File: src/hw/intc_map.vh
`ifndef INTC_MAP_VH
`define INTC_MAP_VH
// register word addresses (byte address = index * 4)
`define ADDR_ENABLE 4'h0
`define ADDR_PRIO_LOW 4'h1
`define ADDR_PRIO_HIGH 4'h2
`define ADDR_TIMER_CTRL 4'h3
`define ADDR_FLAGS 4'h4
`define ADDR_STATUS 4'h5
// enable and priority register fields
`define EN_GLOBAL_BIT 7
`define PRIO_MASK 8'h3F
// flag register field positions
`define FLG_EXT0 0
`define FLG_TMR0 1
`define FLG_EXT1 2
`define FLG_TMR1 3
`define FLG_RX 4
`define FLG_TX 5
`define FLG_TMR2 6
`define FLG_TMR2X 7
// timer control fields
`define TC_EXT0_TYPE 0
`define TC_EXT1_TYPE 2
// vectors, per polling order
`define VEC_EXT0 16'h0003
`define VEC_TMR0 16'h000B
`define VEC_EXT1 16'h0013
`define VEC_TMR1 16'h001B
`define VEC_SER 16'h0023
`define VEC_TMR2 16'h002B
// machine cycle: 12 oscillator periods = 6 states x 2 phases
`define PHASES_PER_CYCLE 4'd12
`define SAMPLE_PHASE 4'd9
`define CALL_CYCLES 2'd2
`endif

File: src/hw/four_level_interrupt_controller.v
`timescale 1ns/1ps
`default_nettype none
`include "intc_map.vh"
module four_level_interrupt_controller (
    // clock and reset
    input wire clk_sys,
    input wire rst,
    // avalon-mm slave
    input wire [3:0] address,
    input wire read,
    input wire write,
    input wire [31:0] writedata,
    output reg [31:0] readdata,
    output wire waitrequest,
    // external request pins, active low
    input wire ext0RequestPinN,
    input wire ext1RequestPinN,
    // hardware flag set events
    input wire timer0OverflowSet,
    input wire timer1OverflowSet,
    input wire timer2OverflowSet,
    input wire timer2ExternalSet,
    input wire serialRxDoneSet,
    input wire serialTxDoneSet,
    // core sequencer
    input wire instrLastCycle,
    input wire instrReturnFromInterrupt,
    input wire instrPlainReturn,
    input wire instrWritesEnableOrPriority,
    // call request to core
    output reg callRequest,
    output reg [15:0] callVector,
    output reg callPushPc,
    output reg [1:0] serviceLevel,
    output wire [3:0] inProgress
);
    // ==========================================================
    // state
    // ==========================================================
    reg [3:0] phase_q;
    reg [7:0] enable_q;
    reg [7:0] prioLow_q;
    reg [7:0] prioHigh_q;
    reg [7:0] timerCtrl_q;
    reg [7:0] flags_q;
    reg [5:0] sampled_q;
    reg ext0Prev_q;
    reg ext1Prev_q;
    reg [3:0] inProg_q;
    reg [1:0] callCnt_q;
    reg [2:0] callSrc_q;
    reg blockNext_q;
    reg ack_q;
    reg [5:0] polled_q;
    reg rdDone_q;
    localparam ST_IDLE = 2'b01;
    localparam ST_CALL = 2'b10;
    reg [1:0] state_q;

    // reads take one wait state, writes none
    assign waitrequest = read && !rdDone_q;
    assign inProgress = inProg_q;

    // ==========================================================
    // functions
    // ==========================================================
    function [1:0] levelOf;
        input [2:0] src;
        begin
            levelOf = {prioHigh_q[src], prioLow_q[src]};
        end
    endfunction

    function [15:0] vectorOf;
        input [2:0] src;
        begin
            case (src)
                3'd0: vectorOf = `VEC_EXT0;
                3'd1: vectorOf = `VEC_TMR0;
                3'd2: vectorOf = `VEC_EXT1;
                3'd3: vectorOf = `VEC_TMR1;
                3'd4: vectorOf = `VEC_SER;
                default: vectorOf = `VEC_TMR2;
            endcase
        end
    endfunction

    // true if level lvl or any higher level is in progress
    function blockedAt;
        input [1:0] lvl;
        input [3:0] prog;
        begin
            blockedAt = |(prog >> lvl);
        end
    endfunction

    // drop the highest in-progress marker
    function [3:0] clearTop;
        input [3:0] prog;
        begin
            clearTop = prog;
            if (prog[3])
                clearTop[3] = 1'b0;
            else if (prog[2])
                clearTop[2] = 1'b0;
            else if (prog[1])
                clearTop[1] = 1'b0;
            else
                clearTop[0] = 1'b0;
        end
    endfunction

    // ==========================================================
    // phase counter
    // ==========================================================
    wire samplePhase = (phase_q == `SAMPLE_PHASE);
    wire cycleEnd = (phase_q == `PHASES_PER_CYCLE - 4'd1);
    always @(posedge clk_sys) begin
        if (rst)
            phase_q <= 4'h0;
        else if (cycleEnd)
            phase_q <= 4'h0;
        else
            phase_q <= phase_q + 4'h1;
    end

    // ==========================================================
    // arbitration on samples of previous cycle
    // ==========================================================
    reg [2:0] winSrc;
    reg [1:0] winLvl;
    reg winValid;
    integer i;
    always @* begin
        winSrc = 3'd0;
        winLvl = 2'd0;
        winValid = 1'b0;
        // strict > keeps earliest source within a level
        for (i = 0; i < 6; i = i + 1) begin
            if (polled_q[i] && enable_q[i] && !blockedAt(levelOf(i[2:0]), inProg_q)
                && (!winValid || levelOf(i[2:0]) > winLvl)) begin
                winValid = 1'b1;
                winSrc = i[2:0];
                winLvl = levelOf(i[2:0]);
            end
        end
    end

    // poll gates, split by cause
    wire globalOn = enable_q[`EN_GLOBAL_BIT];
    wire instrAllows = instrLastCycle && !instrReturnFromInterrupt
        && !instrWritesEnableOrPriority && !blockNext_q;
    wire callIdle = (state_q == ST_IDLE) && !ack_q;
    wire canVector = globalOn && winValid && instrAllows && callIdle;
    // poll decision once per cycle at its end
    wire takeCall = cycleEnd && canVector;

    // ==========================================================
    // bus decode
    // ==========================================================
    wire wrEnable = write && address == `ADDR_ENABLE;
    wire wrPrioLow = write && address == `ADDR_PRIO_LOW;
    wire wrPrioHigh = write && address == `ADDR_PRIO_HIGH;
    wire wrFlags = write && address == `ADDR_FLAGS;
    wire wrTc = write && address == `ADDR_TIMER_CTRL;
    // first cycle of a read: capture data, hold off
    wire rdFirst = read && !rdDone_q;

    // ==========================================================
    // flags
    // ==========================================================
    wire ext0Edge = timerCtrl_q[`TC_EXT0_TYPE];
    wire ext1Edge = timerCtrl_q[`TC_EXT1_TYPE];
    reg [7:0] flagsD;
    always @* begin
        flagsD = flags_q;
        if (wrFlags)
            flagsD = writedata[7:0];
        if (ack_q && callSrc_q == 3'd1)
            flagsD[`FLG_TMR0] = 1'b0;
        if (ack_q && callSrc_q == 3'd3)
            flagsD[`FLG_TMR1] = 1'b0;
        if (ack_q && callSrc_q == 3'd0 && ext0Edge)
            flagsD[`FLG_EXT0] = 1'b0;
        if (ack_q && callSrc_q == 3'd2 && ext1Edge)
            flagsD[`FLG_EXT1] = 1'b0;
        // sets win over any clear
        if (timer0OverflowSet)
            flagsD[`FLG_TMR0] = 1'b1;
        if (timer1OverflowSet)
            flagsD[`FLG_TMR1] = 1'b1;
        if (timer2OverflowSet)
            flagsD[`FLG_TMR2] = 1'b1;
        if (timer2ExternalSet)
            flagsD[`FLG_TMR2X] = 1'b1;
        if (serialRxDoneSet)
            flagsD[`FLG_RX] = 1'b1;
        if (serialTxDoneSet)
            flagsD[`FLG_TX] = 1'b1;
        if (samplePhase) begin
            if (!ext0Edge)
                flagsD[`FLG_EXT0] = !ext0RequestPinN;
            else if (ext0Prev_q && !ext0RequestPinN)
                flagsD[`FLG_EXT0] = 1'b1;
            if (!ext1Edge)
                flagsD[`FLG_EXT1] = !ext1RequestPinN;
            else if (ext1Prev_q && !ext1RequestPinN)
                flagsD[`FLG_EXT1] = 1'b1;
        end
    end

    // per-source requests in polling order
    wire [5:0] srcRequests = {flagsD[`FLG_TMR2] | flagsD[`FLG_TMR2X],
        flagsD[`FLG_RX] | flagsD[`FLG_TX],
        flagsD[`FLG_TMR1],
        flagsD[`FLG_EXT1],
        flagsD[`FLG_TMR0],
        flagsD[`FLG_EXT0]};

    always @(posedge clk_sys) begin
        if (rst) begin
            flags_q <= 8'h00;
            sampled_q <= 6'h00;
            polled_q <= 6'h00;
            ext0Prev_q <= 1'b1;
            ext1Prev_q <= 1'b1;
        end else begin
            flags_q <= flagsD;
            if (samplePhase) begin
                ext0Prev_q <= ext0RequestPinN;
                ext1Prev_q <= ext1RequestPinN;
                sampled_q <= srcRequests;
            end
            // decision at cycle end sees last cycle's samples
            if (cycleEnd)
                polled_q <= sampled_q;
        end
    end

    // ==========================================================
    // configuration registers
    // ==========================================================
    always @(posedge clk_sys) begin
        if (rst) begin
            enable_q <= 8'h00;
            prioLow_q <= 8'h00;
            prioHigh_q <= 8'h00;
            timerCtrl_q <= 8'h00;
        end else begin
            if (wrEnable)
                enable_q <= writedata[7:0];
            if (wrPrioLow)
                prioLow_q <= writedata[7:0] & `PRIO_MASK;
            if (wrPrioHigh)
                prioHigh_q <= writedata[7:0] & `PRIO_MASK;
            if (wrTc)
                timerCtrl_q <= writedata[7:0];
        end
    end

    // two more instructions must finish after such an instruction before a call
    always @(posedge clk_sys) begin
        if (rst)
            blockNext_q <= 1'b0;
        else if (instrLastCycle && cycleEnd)
            blockNext_q <= instrReturnFromInterrupt || instrWritesEnableOrPriority;
    end

    // ==========================================================
    // call sequence and in-progress markers
    // ==========================================================
    always @(posedge clk_sys) begin
        if (rst) begin
            inProg_q <= 4'h0;
            state_q <= ST_IDLE;
            callCnt_q <= 2'd0;
            callSrc_q <= 3'd0;
            ack_q <= 1'b0;
            callRequest <= 1'b0;
            callVector <= 16'h0000;
            callPushPc <= 1'b0;
            serviceLevel <= 2'd0;
        end else begin
            ack_q <= 1'b0;
            callPushPc <= 1'b0;
            // interrupt return ends the highest active level
            if (instrReturnFromInterrupt && instrLastCycle && cycleEnd)
                inProg_q <= clearTop(inProg_q);
            // a plain return leaves markers untouched
            case (state_q)
                ST_IDLE: begin
                    if (takeCall) begin
                        state_q <= ST_CALL;
                        callCnt_q <= 2'd0;
                        callSrc_q <= winSrc;
                        ack_q <= 1'b1;
                        callRequest <= 1'b1;
                        callPushPc <= 1'b1;
                        callVector <= vectorOf(winSrc);
                        serviceLevel <= winLvl;
                        inProg_q[winLvl] <= 1'b1;
                    end
                end
                ST_CALL: begin
                    if (cycleEnd) begin
                        if (callCnt_q == `CALL_CYCLES - 2'd1) begin
                            state_q <= ST_IDLE;
                            callRequest <= 1'b0;
                        end
                        callCnt_q <= callCnt_q + 2'd1;
                    end
                end
                default: state_q <= ST_IDLE;
            endcase
        end
    end

    // ==========================================================
    // read handshake
    // ==========================================================
    // data registered on the first cycle, handed over on the second
    always @(posedge clk_sys) begin
        if (rst)
            rdDone_q <= 1'b0;
        else
            rdDone_q <= rdFirst;
    end

    // ==========================================================
    // read data
    // ==========================================================
    always @(posedge clk_sys) begin
        if (rst)
            readdata <= 32'h0000_0000;
        else if (rdFirst) begin
            case (address)
                `ADDR_ENABLE: readdata <= {24'h000000, enable_q};
                `ADDR_PRIO_LOW: readdata <= {24'h000000, prioLow_q};
                `ADDR_PRIO_HIGH: readdata <= {24'h000000, prioHigh_q};
                `ADDR_TIMER_CTRL: readdata <= {24'h000000, timerCtrl_q};
                `ADDR_FLAGS: readdata <= {24'h000000, flags_q};
                `ADDR_STATUS: readdata <= {24'h000000, 2'b00, serviceLevel, inProg_q};
                default: readdata <= 32'h0000_0000;
            endcase
        end
    end
endmodule // four_level_interrupt_controller
`default_nettype wire

File: config.mk
export PLATFORM = sky130hd
export DESIGN_NAME = four_level_interrupt_controller
export DESIGN_NICKNAME = d
export VERILOG_FILES = /design/src/hw/four_level_interrupt_controller.v
export VERILOG_INCLUDE_DIRS = /design/src /design/src/hw
export SDC_FILE = /design/constraint.sdc
export NUM_CORES = 1
export LEC_CHECK = 0
export BUFFER_PORTS_ARGS = -buffer_cell sky130_fd_sc_hd__buf_2
export CAP_MARGIN = 30
export CORE_MARGIN = 10
export CORE_UTILIZATION = 39
export DETAILED_ROUTE_END_ITERATION = 8
export PLACE_DENSITY = 0.64
export SLEW_MARGIN = 20
export SYNTH_ARGS = -nofsm -noshare
export SYNTH_HDL_FRONTEND = slang
export SYNTH_SLANG_ARGS = --single-unit
File: constraint.sdc
create_clock -name clk_sys -period 7.3 [get_ports clk_sys]
set_input_delay 0.365 -clock clk_sys [delete_from_list [all_inputs] [get_ports clk_sys]]
set_output_delay 0.365 -clock clk_sys [all_outputs]
set_load 0.05 [all_outputs]
== Word level (Yosys, flattened, before mapping) ==
Index checks and enable logic that the tools add are counted.
Storage, ports and cells
  flip-flop bits (word level): 119
  bits in latches: 0
  bits in writable memories: 0
  memory bits (read-only): 0
  bits of input ports: 52
  output and inout bits: 57
  word-level logic and storage cells: 200
  memories kept: 0
Cells by class
  add/sub/neg operators: 2
  multiply operators: 0
  div/mod/pow operators: 0
  $lt $le $gt $ge: 7
  equality and inequality tests: 20
  shifts and indexed selects: 6
  multiplexer cells: 57
  bitwise operators: 4
  reductions and logical operators: 83
Operator list (number)
  8-bit case mux with 6 select lines: 1
  1-bit logical AND: 43
  6-bit case mux with 5 select lines: 1
  1-bit two-way mux: 29
  2-bit two-way mux: 12
  4-bit OR reduction: 6
  4-bit by 2-bit right shift with 4-bit output: 6
  1-bit logical NOT: 18
  4-bit two-way mux: 4
  3-bit two-way mux: 5
  3-bit by 2-bit == test with 1-bit output, second input constant: 4
  2-bit greater-than comparator: 5
  4-bit by 2-bit == test with 1-bit output, second input constant: 2
  4-bit by 3-bit == test with 1-bit output, second input constant: 2
  4-bit == test, second input constant: 2
  8-bit two-way mux: 1
  2-bit case mux with 2 select lines: 2
  3-bit by 1-bit == test with 1-bit output, second input constant: 2
  3-bit logical NOT: 2
  1-bit logical OR: 6
  2-bit != test, second input constant: 3
  3-bit AND reduction: 2
  4-bit by 1-bit adder with 4-bit output, second input constant: 1
  2-bit by 1-bit == test with 1-bit output, second input constant: 2
  16 further kinds: 18

== Logic depth before layout (Yosys ltp) ==
  depth after elaboration: 32
  mapped depth: 37
  gate-level depth less buffers: 36

== Worst setup path before layout ==
No wires, ideal clock.
  path kind: register -> register
  start point: register inProg_q[2], in the netlist inProgress[2]
  end point: register serviceLevel[1]
  library setup time: 0.079 ns
  arrival time: 7.157 ns
  required time: 7.221 ns
  setup slack: 0.064 ns
  cell stages (with the launch flop): 37
  buffers on the path: 1
  clock period less this slack: 7.236 ns
  path through: dfxtp_1 buf_6 nor2_4 o2111a_2 nand2_1 inv_1 ha_1 nand2_1 o21ai_0 and3_1 o32a_1 ha_1 nor2b_1 o21ai_0 a211o_1 a21oi_1 inv_1 ha_1 nor2b_1 o2111ai_1 o21ai_2 a211oi_2 nor2_1 ha_1 nor2b_1 o21ai_0 o21ai_1 nand2_1 mux2_2 ha_1 nor2b_1 o2111ai_1 o31ai_4 a31oi_1 o31ai_4 and2_4 a211oi_2
Between the ends
  longest elaborated chain between the ends: 30
  elaborated cells between the ends (all ways): 61
  classes of those cells: order compare (5); shift (6); mux (12); reduce/logical (38)
RTL lines
  start, declared: line four_level_interrupt_controller.v:49  | reg [3:0] inProg_q;
  start signal, assigned: line four_level_interrupt_controller.v:288  | inProg_q <= clearTop(inProg_q);
  4-bit by 2-bit right shift with 4-bit output: line four_level_interrupt_controller.v:93  | blockedAt = |(prog >> lvl);
  4-bit OR reduction: line four_level_interrupt_controller.v:93
  1-bit logical NOT: line four_level_interrupt_controller.v:140  | if (polled_q[i] && enable_q[i] && !blockedAt(levelOf(i[2:0]), inProg_q)
  1-bit logical AND: line four_level_interrupt_controller.v:140
  2-bit two-way mux / 1-bit two-way mux (equally long branches): line four_level_interrupt_controller.v:140
  2-bit greater-than comparator / 1-bit logical NOT (equally long branches): line four_level_interrupt_controller.v:141  | && (!winValid || levelOf(i[2:0]) > winLvl)) begin
  1-bit logical OR: line four_level_interrupt_controller.v:141
  1-bit logical AND: line four_level_interrupt_controller.v:141
  [... 12 more ...]
  2-bit two-way mux / 1-bit two-way mux (equally long branches): line four_level_interrupt_controller.v:140
  2-bit greater-than comparator / 1-bit logical NOT (equally long branches): line four_level_interrupt_controller.v:141
  1-bit logical OR: line four_level_interrupt_controller.v:141
  1-bit logical AND: line four_level_interrupt_controller.v:141
  1-bit two-way mux: line four_level_interrupt_controller.v:140
  1-bit logical AND (3 in a row): line four_level_interrupt_controller.v:154  | wire canVector = globalOn && winValid && instrAllows && callIdle;
  1-bit logical AND: line four_level_interrupt_controller.v:156  | wire takeCall = cycleEnd && canVector;
  2-bit AND reduction (no line)
  end signal, assigned: line four_level_interrupt_controller.v:300  | serviceLevel <= winLvl;
  end, declared: line four_level_interrupt_controller.v:34  | output reg [1:0] serviceLevel,
Parallel ways exist; a longest one is shown, timed or not.
A chain may end at the register's enable or synchronous reset.

== Worst setup path in the final report ==
  start point: register inProg_q[2], in the netlist inProgress[2]
  end point: register inProg_q[1], in the netlist inProgress[1]
Between the ends
  longest elaborated chain between the ends: 32
  elaborated cells between the ends (all ways): 72
  classes of those cells: order compare (7); shift (6); mux (20); bitwise (1); reduce/logical (38)
RTL lines
  4-bit by 2-bit right shift with 4-bit output: line four_level_interrupt_controller.v:93
  4-bit OR reduction: line four_level_interrupt_controller.v:93
  1-bit logical NOT: line four_level_interrupt_controller.v:140
  1-bit logical AND: line four_level_interrupt_controller.v:140
  2-bit two-way mux / 1-bit two-way mux (equally long branches): line four_level_interrupt_controller.v:140
  2-bit greater-than comparator / 1-bit logical NOT (equally long branches): line four_level_interrupt_controller.v:141
  1-bit logical OR: line four_level_interrupt_controller.v:141
  1-bit logical AND: line four_level_interrupt_controller.v:141
  [... 16 more ...]
  2-bit two-way mux: line four_level_interrupt_controller.v:140
  2-bit by 3-bit less-than comparator with 1-bit output (not written as such) / 2-bit by 1-bit >= comparator with 1-bit output (equally long branches): line four_level_interrupt_controller.v:301  | inProg_q[winLvl] <= 1'b1;
  1-bit logical AND (not written as such): line four_level_interrupt_controller.v:301
  1-bit two-way mux (not written as such): line four_level_interrupt_controller.v:301
  1-bit demux with 2-bit select: line four_level_interrupt_controller.v:301
  4-bit bitwise OR (no line)
  4-bit two-way mux: line four_level_interrupt_controller.v:292  | if (takeCall) begin
  4-bit two-way mux (*): line four_level_interrupt_controller.v:290  | case (state_q)
Every way passes the cells marked *; elsewhere a longest branch is shown, timed or not. The select of a mux whose other input is x is not followed.

==> results.md <==
* Cts hold-fix bufs at 0
* Post-route minimum period at 7020 ps
* Post-synthesis adder-cell area fraction at 0.0358
* RePlAce Congestion at 0.877
* Placement Cell Area at 4800 sq um
* Most common cell after layout, fill and taps aside: dfxtp_1
* DR WL/cell at 17.0 um
* Most frequent CP cell: ha_1
* Skew-Pair Late Insertion Delay at 340 ps
* Yosys top cell area share at 0.366
* Hold Violations, Final at 0
* Hold crit path type: in -> reg
* Final worst slack at 277 ps
* Largest family of logic cells by synthesized area: compound AO/OA/AOI/OAI gates
* Number of diodes at 0
* Final Util at 0.457
* Fin crit share at 0.962
* EDFF count, synth at 0
* GR Overflow Total at 0
* Antenna violations before repair at 0
* Fmax at 0.142 GHz
* Main synth FF type: dfxtp_1
* Ys Warns at 0
* Slowest CP cell: dfxtp_4
* Syn_area_per_cell at 8.70 sq um
* CP arrival at 7260 ps
* Finished Cell Area at 5220 sq um
* Via count at 3865
* PD cells at 185 nW/um^2
* Final Slew Violations at 0
* Ports at 109
* Final setup viols at 0
* Max-slew headroom at 0.415
* Clock skew at 8.89 ps
* Root buffer cell: clkbuf_16
* Crit-path max FO at 5
* Status: finished, final reports clean
* Reg2reg setup slack at 280 ps
* Post-Syn Instances at 522
* Die Y at 128 um
* Slew of the pin with the lowest slew margin at 872 ps
* Die width at 128 um
* Area Overhead vs Synth at 14.9%
* Clock-pin slew on the worst setup and hold paths at 60 ps
* Startpoint Class: flop
* Core area at 11400 sq um
* Total global-route track usage at 0.146
* Vias in the first global route at 3874
* Final nets at 640
* Synth cell types at 67
* FF+latch count, synth at 83
* Pleak at 2.23 nW
* Antenna Nets Post-Route at 0
* Layout fillers at 1135
* First-pass GRT wire length at 19.5 mm
* H-Tree Depth at 3
* CTS tree: yes
* Die area at 16400 sq um
* Cell row count at 39
* Pre-antenna DRT Iters at 4
* Post-Synth XOR/XNOR Area at 0.00193
* DR vias/cell at 5.35
* Cts bufs inserted at 9
* Area fraction in compound gates after synthesis at 0.217
* Setup crit end kind: flop
* Initial core utilization at 0.398
* Worst IR Drop VDD at 0.000148 V
* TritonCTS Sinks at 83
* IO Port Bufs at 48
* DRT iter0 DRCs at 173
* Pre-CTS setup slack at -155 ps
* Dpl hpwl at 9.17 mm
* Post-synthesis simple-gate area fraction at 0.176
* WS Path Type: reg -> reg
* Drc violations at 0
* Most frequent cells in the layout: 81 x dfxtp_1, 71 x nor2_1, 48 x buf_2
* Post-synth top area cell: dfxtp_1
* Share of layout cells above drive strength 1 at 0.212
* Sequential area share after synthesis at 0.366
* CP peak stage delay at 370 ps
* Mux share of post-synthesis cell area at 0.105
* Largest net degree at the start of global routing at 83
* Synth top area cells: dfxtp_1 37%, mux2i_1 9.3%, buf_4 6.0%
* Max cap viols at 0
* Async set-reset flop share out of synthesis at 0
* Synth Cell Area at 4540 sq um
* Final WL at 12.3 mm
* Required @ worst endpoint at 7540 ps
* CTS max path bufs at 2
-- kinds of logic after synthesis --
group | Yosys count
adder cells (fa/ha/maj) | 13
multiplexers | 47
buffers and inverters | 80
flip-flops | 83
XOR/XNOR | 1
other | 1
AND/OR/NAND/NOR | 175
AO/OA/AOI/OAI | 122
-- worst paths after layout --
kind         cells past startpoint             from             to
min reg2reg                      2      polled_q[4]    polled_q[4]
max reg2reg                     34    inProgress[2]  inProgress[1]
min                              2  ext0RequestPinN     ext0Prev_q
max                             34    inProgress[2]  inProgress[1]
-- layer usage --
layer  up-vias  wire length [um]  global-route usage
li1       1893                 -                   -
met1      1859              5420               0.176
met2       101              6000               0.248
met3        12               693              0.0385
met4         0               193              0.0437
met5         -                 0                   0
-- cells in the mapped netlist (all sizes together) (2+ instances only) --
library cell	number
a2111oi	2
a211o	2
a211oi	12
a21boi	3
a21oi	25
a22oi	13
a311oi	4
a31oi	6
and2	7
and3	6
buf	41
clkbuf	17
dfxtp	83
ha	13
inv	22
mux2	5
mux2i	42
nand2	47
nand2b	4
nand3	5
nand4	2
nand4b	2
nor2	73
nor2b	13
nor3	8
o2111a	5
o2111ai	4
o211ai	2
o21a	4
o21ai	19
o221ai	4
o22ai	2
o31ai	4
o41ai	2
or2	4
-- report_power, final --
| part | switching (W) | internal, W |
|---|---|---|
| registers | 0.00000538 | 0.000459 |
| logic | 0.0000751 | 0.0000186 |
| clock network | 0.000171 | 0.000237 |
| total | 0.000252 | 0.000715 |
-- worst max-delay path, delay by kind of cell (launching register included) --
family / cells / cell delay (ps)
adders and majority gates: 5 / 1470
buffers and inverters: 1 / 50
and+or+nand+nor: 10 / 1310
AOI/OAI and AO/OA: 17 / 3350
muxes: 1 / 350
DFF: 1 / 370
-- area by class of cell --
type / instances / area, sq um / area share
Timing Repair Buffer: 66 / 379 / 0.0727
Tap cell: 143 / 179 / 0.0343
Multi-Input combinational cell: 393 / 2650 / 0.507
Clock inverter: 2 / 12.5 / 0.00240
Sequential cell: 83 / 1670 / 0.319
Clock buffer: 13 / 250 / 0.0480
Inverter: 22 / 82.6 / 0.0158
-- repair_timing --
item / in CTS / in global routing
buffers inserted: 0 / 8
gates resized for setup: 3 / 21
endpoints found under the setup margin: 11 / 12
gates cloned: 0 / 0
pin swaps: 0 / 9
-- sequential cells by signal (all words and copies together), names as in the netlist, 2 cells and up --
signal        cells
enable_q          8
flags_q           8
readdata          8
timerCtrl_q       8
polled_q          6
prioHigh_q        6
prioLow_q         6
sampled_q         6
callVector        4
inProgress        4
phase_q           4
callSrc_q         3
callCnt_q         2
serviceLevel      2
state_q           2
-- per-stage QoR --
stage | TNS [ps] | hold slack [ps] | power [W] | std cells
after floorplan | 0 | 432 | 0.000561 | 556
after global placement | 0 | 447 | 0.000565 | 699
after detailed placement | -880 | 450 | 0.000567 | 699
after CTS | 0 | 236 | 0.000975 | 714
after global routing | -312 | 257 | 0.000998 | 722
final | 0 | 245 | 0.000967 | 722
No activity file was read; power rests on OpenSTA's default activity.
